===== config.mk =====
export PLATFORM = sky130hd
export DESIGN_NAME = apil_top
export DESIGN_NICKNAME = d
export VERILOG_FILES = /design/src/shared/apil_pkg.sv /design/src/rtl/apil_sync.sv /design/src/rtl/apil_trig.sv /design/src/rtl/apil_top.sv
export SDC_FILE = /design/constraint.sdc
export NUM_CORES = 1
export LEC_CHECK = 0
export BUFFER_PORTS_ARGS = -buffer_cell sky130_fd_sc_hd__clkbuf_2
export CAP_MARGIN = 20
export CORE_MARGIN = 8
export CORE_UTILIZATION = 50
export DETAILED_ROUTE_END_ITERATION = 6
export PLACE_DENSITY = 0.83
export SETUP_SLACK_MARGIN = 0.15
export SLEW_MARGIN = 25
export SYNTH_ARGS = -nofsm -noshare
export SYNTH_HDL_FRONTEND = slang
export SYNTH_SLANG_ARGS = --single-unit

===== constraint.sdc =====
create_clock -name sys_clk -period 5.2 [get_ports sys_clk]
set_input_delay 1.04 -clock sys_clk [delete_from_list [all_inputs] [get_ports sys_clk]]
set_output_delay 1.04 -clock sys_clk [all_outputs]
set_load 0.02 [all_outputs]

===== src/shared/apil_pkg.sv =====
// constants and types for the auxiliary pin and interrupt logic
// assumes an apb slave with 32-bit data and one word per register
package apil_pkg;

    // sizes
    localparam int APIL_NSTAGE = 12;
    localparam int APIL_RW = 16;
    localparam int APIL_AW = 12;

    // register indexes, byte address is four times the index
    localparam logic [9:0] APIL_IDX_LOW_EN = 10'h005;
    localparam logic [9:0] APIL_IDX_HIGH_EN = 10'h006;
    localparam logic [9:0] APIL_IDX_DONE_EN = 10'h007;
    localparam logic [9:0] APIL_IDX_LOW_FLAGS = 10'h008;
    localparam logic [9:0] APIL_IDX_HIGH_FLAGS = 10'h009;
    localparam logic [9:0] APIL_IDX_DONE_FLAGS = 10'h00a;

    // field positions
    localparam int APIL_PIN_SETUP_LSB = 12;
    localparam int APIL_PIN_SETUP_MSB = 13;
    localparam int APIL_TRIG_LSB = 14;
    localparam int APIL_TRIG_MSB = 15;
    localparam int APIL_PIN_EN_BIT = 12;
    localparam int APIL_PIN_STAT_BIT = 12;

    // reset values
    localparam logic [15:0] APIL_EN_RST = 16'h0000;
    localparam logic [11:0] APIL_FLAGS_RST = 12'h000;

    // pin setup codes
    typedef enum logic [1:0] {
        APIL_PIN_OFF = 2'h0,
        APIL_PIN_IN = 2'h1,
        APIL_PIN_OUT_LO = 2'h2,
        APIL_PIN_OUT_HI = 2'h3
    } apil_setup_t;

    // input trigger codes
    typedef enum logic [1:0] {
        APIL_TRIG_LVL_LO = 2'h0,
        APIL_TRIG_RISE = 2'h1,
        APIL_TRIG_FALL = 2'h2,
        APIL_TRIG_LVL_HI = 2'h3
    } apil_trig_t;

endpackage


===== src/rtl/apil_sync.sv =====
// three-stage synchroniser with agreement filter for the aux pin
// assumes the pin is asynchronous to sys_clk
`timescale 1ns/100ps
module apil_sync (
    // clock and reset
    input wire logic sys_clk,
    input wire logic nrst,
    // pin side
    input wire logic pin_in,
    // filtered level
    output logic pin_f
);
    import apil_pkg::*;

    logic s1_r, s2_r, s3_r, filt_r;
    logic filt_nxt;

    always_comb begin
        filt_nxt = filt_r;
        if (s2_r == s3_r) begin
            filt_nxt = s3_r;
        end
    end

    // stage chain, first stage feeds only the second
    always_ff @(posedge sys_clk) begin
        if (!nrst) begin
            s1_r <= 1'b0;
            s2_r <= 1'b0;
            s3_r <= 1'b0;
            filt_r <= 1'b0;
        end else begin
            s1_r <= pin_in;
            s2_r <= s1_r;
            s3_r <= s2_r;
            filt_r <= filt_nxt;
        end
    end

    assign pin_f = filt_r;
endmodule


===== src/rtl/apil_trig.sv =====
// trigger decode for the aux pin: level or edge of either polarity
// assumes pin_f is already synchronised to sys_clk
`timescale 1ns/100ps
module apil_trig (
    // clock and reset
    input wire logic sys_clk,
    input wire logic nrst,
    // synchronised pin and trigger select
    input wire logic pin_f,
    input wire apil_pkg::apil_trig_t trig,
    // decoded conditions
    output logic lvl_act,
    output logic edge_hit,
    output logic edge_mode
);
    import apil_pkg::*;

    logic prev_r;
    logic prev_nxt;

    always_comb begin
        prev_nxt = pin_f;
        lvl_act = 1'b0;
        edge_hit = 1'b0;
        edge_mode = 1'b0;
        unique case (trig)
            APIL_TRIG_LVL_LO: lvl_act = !pin_f;
            APIL_TRIG_RISE: begin
                edge_mode = 1'b1;
                edge_hit = pin_f && !prev_r;
            end
            APIL_TRIG_FALL: begin
                edge_mode = 1'b1;
                edge_hit = !pin_f && prev_r;
            end
            APIL_TRIG_LVL_HI: lvl_act = pin_f;
        endcase
    end

    // previous sample for edge compare
    always_ff @(posedge sys_clk) begin
        if (!nrst) begin
            prev_r <= 1'b0;
        end else begin
            prev_r <= prev_nxt;
        end
    end
endmodule


===== src/rtl/apil_top.sv =====
// interrupt line and aux pin logic with an apb register slave
// assumes converter events come from sys_clk logic, aux pin is async
//
// The APB slave port was left to the implementer.
`timescale 1ns/100ps
module apil_top (
    // clock and reset
    input wire logic sys_clk,
    input wire logic nrst,
    // apb slave
    input wire logic psel,
    input wire logic penable,
    input wire logic pwrite,
    input wire logic [apil_pkg::APIL_AW-1:0] paddr,
    input wire logic [31:0] pwdata,
    output logic [31:0] prdata,
    output logic pready,
    output logic pslverr,
    // converter events
    input wire logic [apil_pkg::APIL_NSTAGE-1:0] stage_done,
    input wire logic [apil_pkg::APIL_NSTAGE-1:0] low_thr_active,
    input wire logic [apil_pkg::APIL_NSTAGE-1:0] high_thr_active,
    // aux pin
    input wire logic aux_pin_in,
    output logic aux_pin_out,
    output logic aux_pin_oe,
    // interrupt line, open drain active low
    output logic int_n_out,
    output logic int_n_oe,
    output logic irq
);
    import apil_pkg::*;

    localparam int NS = APIL_NSTAGE;

    // register state
    logic [APIL_RW-1:0] low_en_r, high_en_r, done_en_r;
    logic [APIL_RW-1:0] low_en_nxt, high_en_nxt, done_en_nxt;
    logic [NS-1:0] done_flags_r, done_flags_nxt;
    logic [NS-1:0] low_cur_r, low_cur_nxt, high_cur_r, high_cur_nxt;
    logic low_pend_r, low_pend_nxt, high_pend_r, high_pend_nxt;
    logic pin_stat_r, pin_stat_nxt;
    logic irq_r, irq_nxt;
    logic [31:0] rdata_r, rdata_nxt;

    // bus decode
    logic setup, access, rd_setup, wr_acc;
    logic [9:0] idx;
    logic hit;
    logic clr_low, clr_high, clr_done;
    logic [31:0] rd_mux;

    // converter and pin terms
    logic [NS-1:0] mlow, mhigh, done_set;
    logic pin_f, lvl_act, edge_hit, edge_mode, pin_armed;
    apil_setup_t pin_setup;
    apil_trig_t trig;

    // pin synchroniser and trigger decode
    apil_sync u_sync (
        .sys_clk(sys_clk),
        .nrst(nrst),
        .pin_in(aux_pin_in),
        .pin_f(pin_f)
    );

    apil_trig u_trig (
        .sys_clk(sys_clk),
        .nrst(nrst),
        .pin_f(pin_f),
        .trig(trig),
        .lvl_act(lvl_act),
        .edge_hit(edge_hit),
        .edge_mode(edge_mode)
    );

    // apb phases, slave is always ready
    assign setup = psel && !penable;
    assign access = psel && penable;
    assign rd_setup = setup && !pwrite;
    assign wr_acc = access && pwrite;
    assign idx = paddr[APIL_AW-1:2];
    assign pready = 1'b1;
    assign prdata = rdata_r;

    // address decode
    always_comb begin
        hit = 1'b1;
        rd_mux = 32'h0000_0000;
        unique case (idx)
            APIL_IDX_LOW_EN: rd_mux[APIL_RW-1:0] = low_en_r;
            APIL_IDX_HIGH_EN: rd_mux[APIL_RW-1:0] = high_en_r;
            APIL_IDX_DONE_EN: rd_mux[APIL_RW-1:0] = done_en_r;
            APIL_IDX_LOW_FLAGS: rd_mux[NS-1:0] = low_cur_r;
            APIL_IDX_HIGH_FLAGS: rd_mux[NS-1:0] = high_cur_r;
            APIL_IDX_DONE_FLAGS: begin
                rd_mux[NS-1:0] = done_flags_r;
                rd_mux[APIL_PIN_STAT_BIT] = pin_stat_r;
            end
            default: hit = 1'b0;
        endcase
    end

    // unmapped address answers with an error
    assign pslverr = access && !hit;

    assign clr_low = rd_setup && (idx == APIL_IDX_LOW_FLAGS);
    assign clr_high = rd_setup && (idx == APIL_IDX_HIGH_FLAGS);
    assign clr_done = rd_setup && (idx == APIL_IDX_DONE_FLAGS);

    // read data captured at setup, before the flags clear
    always_comb begin
        rdata_nxt = rdata_r;
        if (rd_setup) begin
            rdata_nxt = rd_mux;
        end
    end

    // enable registers, written in the access phase
    always_comb begin
        low_en_nxt = low_en_r;
        high_en_nxt = high_en_r;
        done_en_nxt = done_en_r;
        if (wr_acc && idx == APIL_IDX_LOW_EN) begin
            low_en_nxt = pwdata[APIL_RW-1:0];
        end
        if (wr_acc && idx == APIL_IDX_HIGH_EN) begin
            high_en_nxt = pwdata[APIL_RW-1:0];
        end
        if (wr_acc && idx == APIL_IDX_DONE_EN) begin
            done_en_nxt = pwdata[APIL_RW-1:0];
        end
    end

    assign pin_setup = apil_setup_t'(
        low_en_r[APIL_PIN_SETUP_MSB:APIL_PIN_SETUP_LSB]);
    assign trig = apil_trig_t'(low_en_r[APIL_TRIG_MSB:APIL_TRIG_LSB]);
    // msb of setup enables the driver, lsb gives the level
    assign aux_pin_oe = low_en_r[APIL_PIN_SETUP_MSB];
    assign aux_pin_out = low_en_r[APIL_PIN_SETUP_LSB];

    assign pin_armed = (pin_setup == APIL_PIN_IN)
        && done_en_r[APIL_PIN_EN_BIT];

    assign done_set = stage_done & done_en_r[NS-1:0];
    always_comb begin
        done_flags_nxt = done_set | (done_flags_r & ~{NS{clr_done}});
    end

    assign mlow = low_thr_active & low_en_r[NS-1:0];
    assign mhigh = high_thr_active & high_en_r[NS-1:0];
    always_comb begin
        low_cur_nxt = mlow;
        high_cur_nxt = mhigh;
        low_pend_nxt = (mlow != low_cur_r) || (low_pend_r && !clr_low);
        high_pend_nxt = (mhigh != high_cur_r)
            || (high_pend_r && !clr_high);
    end

    always_comb begin
        pin_stat_nxt = pin_armed && (lvl_act || edge_hit
            || (edge_mode && pin_stat_r && !clr_done));
    end

    always_comb begin
        irq_nxt = (|done_flags_nxt) || low_pend_nxt || high_pend_nxt
            || pin_stat_nxt;
    end
    assign int_n_out = 1'b0;
    assign int_n_oe = irq_r;
    assign irq = irq_r;

    // state registers
    always_ff @(posedge sys_clk) begin
        if (!nrst) begin
            low_en_r <= APIL_EN_RST;
            high_en_r <= APIL_EN_RST;
            done_en_r <= APIL_EN_RST;
            done_flags_r <= APIL_FLAGS_RST;
            low_cur_r <= APIL_FLAGS_RST;
            high_cur_r <= APIL_FLAGS_RST;
            low_pend_r <= 1'b0;
            high_pend_r <= 1'b0;
            pin_stat_r <= 1'b0;
            irq_r <= 1'b0;
            rdata_r <= 32'h0000_0000;
        end else begin
            low_en_r <= low_en_nxt;
            high_en_r <= high_en_nxt;
            done_en_r <= done_en_nxt;
            done_flags_r <= done_flags_nxt;
            low_cur_r <= low_cur_nxt;
            high_cur_r <= high_cur_nxt;
            low_pend_r <= low_pend_nxt;
            high_pend_r <= high_pend_nxt;
            pin_stat_r <= pin_stat_nxt;
            irq_r <= irq_nxt;
            rdata_r <= rdata_nxt;
        end
    end
endmodule


==> results.tsv <==
stage	metric	value	unit
hold_path	hp-class	reg -> reg	
die	die-area	13000	µm²
logic_synthesis	synth_cell_types	43	
clocking	ctsHoldBuffers	0	
clocking	cts_buffers	9	
clocking	cts.clk_slew.worst_paths	0.11	ns
die	ios	125	
drt	post-route-drc-count	0	
logic_synthesis	synthFlopType	dfxtp_1	
cells_and_area	syn_to_final_growth	12.6	%
logic_synthesis	netlist_top_cells_area	dfxtp_1 (46%), nand2_1 (11%), a21oi_1 (9.1%)	
drt	drt-pass1-iter-count	6	
sta	tightest_slew	0.916	ns
die	fp.dieH	114	µm
critical_path	worst_setup_path_start_kind	primary input	
clocking	clk_latency	0.38	ns
logic_synthesis	synthArstFlopShare	0	
critical_path	path_max_fanout	10	
clocking	cts.repair.resized	0	
logic_synthesis	synth_enable_flop_cells	0	
drt	via_per_inst	5.85	
cells_and_area	multi_input_area	2330	µm²
die	num_rows	35	
logic_synthesis	ys_ff_latch	109	
cells_and_area	regArea	2180	µm²
clocking	root_buffer	clkbuf_8	
drt	drt_iter0_markers	712	
critical_path	cpMaxStageDelayCell	or4_1	
clocking	clkSinkCount	109	
pwr	power_frac_comb	0.069	
sta	rsz0062_at_grt	false	
critical_path	end_kind	output pin	
sta	min_period	3.47	ns
global_route	use_met2	0.357	
global_route	grt_start_max_net_pins	44	
global_route	grtUsageTotal	0.225	
pwr	vdd_drop_max	0.120	mV
logic_synthesis	synth_top_area_frac	0.456	
critical_path	critPathMaxStageDelay	0.79	ns
logic_synthesis	synth_seq_area_share	0.456	
critical_path	cp.required	4.16	ns
pwr	internal_power	1.05	mW
placed_design	io_buffer_count	88	
critical_path	cp_top_family	simple AND/OR/NAND/NOR gates	
sta	slew_headroom	0.386	
cells_and_area	layout.nets	749	
critical_path	critical_path_class	in -> out	
drt	wl_per_cell	18.4	µm
logic_synthesis	syn_area	4790	µm²
cells_and_area	layout.cells.non_filler	793	
pwr	p_per_area	263	nW/µm²
die	core_area	9280	µm²
cells_and_area	antenna_cells	0	
global_route	grt.busiest_layer	met2	
clocking	htreeDepth	3	
pwr	leakagePower	2.12	nW
pwr	power.share.clock	0.337	
cells_and_area	fillers	854	
pwr	swShare	0.259	
critical_path	cpMostUsedCell	clkbuf_2	
sta	finalMaxSlewViolations	0	
clocking	cts_setup_buffers	0	
global_route	grt_pass1_wl	22800	µm
sta	finalSetupTns	0	ns
sta	max_freq	288	MHz
drt	routed_wl	14600	µm
critical_path	path_buf_inv	2	
status	status	finished, final reports clean	
drt	vias	4638	
clocking	cts_buffer_depth	2	
pwr	p_sw	368	µW
drt	ant_nets	0	
logic_synthesis	synth_commonest_cells	nand2_1 (146), dfxtp_1 (109), a21oi_1 (87)	
critical_path	cp.arrival	2.43	ns
sta	finalSetupViolations	0	
critical_path	critical_path.cell_chain	clkbuf_2 -> or4_1 -> nor2_1 -> a21oi_1 -> clkbuf_2	
sta	hold_violations	0	
global_route	globalRouteOverflowTotal	0	
die	start_util	0.516	
pwr	seq_power_share	0.594	
run	max_cap_viol_count	0	
placed_design	dp_hpwl	10800	µm
logic_synthesis	postSynthAreaPerCell	8.17	µm²
placed_design	dp_cells	777	
logic_synthesis	yosysMostFrequentCell	nand2_1	
sta	fin_worst_skew	0.0138	ns
die	die_w	114	µm
sta	finalCritPeriodShare	0.668	
placed_design	gp_congestion	0.913	
global_route	grt_pass1_vias	4340	
logic_synthesis	synthesis.instances	586	
global_route	antenna_found_initial	0	
global_route	gr-usage-met3	0.0375	
sta	holdWs	0.458	ns
logic_synthesis	yosysTopAreaCell	dfxtp_1	
cells_and_area	drive_gt1_frac	0.188	
global_route	grt_use_met1	0.291	
logic_synthesis	ys_warn_count	0	
clocking	cts_tree	built	
## worst reg2reg max path: cells and delay by family (launching register included)
| kind | cells | cell delay, ns |
|---|---|---|
| DFF | 1 | 0.44 |
| AOI/OAI and AO/OA | 3 | 0.63 |
| and+or+nand+nor | 2 | 0.73 |
## layout by cell type (no fill, tap or decap), types with 2 or more instances in the layout
master	count
a21oi_1	87
a222oi_1	15
a22oi_1	12
and2_1	4
and3_1	27
and4_1	3
buf_4	11
clkbuf_2	88
clkbuf_8	9
clkinv_2	2
conb_1	18
dfxtp_1	109
ha_1	4
inv_1	5
inv_6	2
nand2_1	146
nand2b_1	3
nand3_1	7
nand4_1	9
nor2_1	30
nor3_1	2
nor3_2	2
nor4_1	4
nor4_4	3
o21ai_0	17
o22ai_1	6
or2_2	2
or4_1	3
xor2_1	16
## cell families after synthesis
kind of cell / synth area share
AOI/OAI and AO/OA: 0.184
xor gates and xnor gates: 0.0293
adders and majority gates: 0.0104
buffers and inverters: 0.0718
DFF: 0.456
muxes: 0.00209
other: 0.00157
and+or+nand+nor: 0.245
## metrics by stage
stage          worst slack (ns)  utilization  total power, mW  instance area [µm²]
2_1_floorplan              2.14            -            0.920                 4850
3_3_place_gp               1.49        0.562            0.957                 5220
3_5_place_dp               1.42        0.562            0.958                 5220
4_1_cts                    1.74        0.581             1.42                 5390
5_1_grt                    1.66        0.581             1.46                 5390
6_report                   1.73        0.581             1.42                 5390
## path summary, 6_finish.rpt
path	from	endpoint	slack, ns	cells after the start
hold / removal	u_sync.s1_r$_SDFF_PN0_	u_sync.s2_r$_SDFF_PN0_	0.46	1
hold reg to reg	u_sync.s1_r$_SDFF_PN0_	u_sync.s2_r$_SDFF_PN0_	0.46	1
setup reg to reg	high_en_r[7]$_SDFFE_PN0P_	int_n_oe$_SDFF_PN0_	3.23	5
setup / recovery	paddr[9]	pslverr	1.73	5
## state kept, by name, indices dropped and copies added, names as in the netlist
register and cells:
u_trig.prev_r 1, done_flags_r 12, prdata 16, high_en_r 16
u_sync.s2_r 1, high_pend_r 1, u_sync.s1_r 1, done_en_r 16
low_pend_r 1, u_sync.pin_f 1, int_n_oe 1, high_cur_r 12
pin_stat_r 1, u_sync.s3_r 1, low_en_r 16, low_cur_r 12
## layout make-up
type,instances,area share
clock inverters,6,0.00859
clock buffers,10,0.0237
well taps,129,0.0299
repair buffers,99,0.0970
multi-input cells,434,0.432
flip-flops and latches,109,0.405
inverters,6,0.00418
## layer usage
metal  routed length, µm  vias to the layer above
li1                    -                     2161
met1                5530                     2127
met2                6660                      310
met3                1950                       40
met4                 449                        0
met5                   0                        -
## power by group through the flow
stage	combinational (mW)	clock [mW]	sequential [mW]
after global routing	0.106	0.514	0.844
after floorplan	0.0528	0	0.868
after detailed placement	0.0963	0	0.862
after global placement	0.0952	0	0.862
final	0.0982	0.478	0.843
after CTS	0.0968	0.481	0.843
Note: power is estimated with default switching activity, not from simulation.
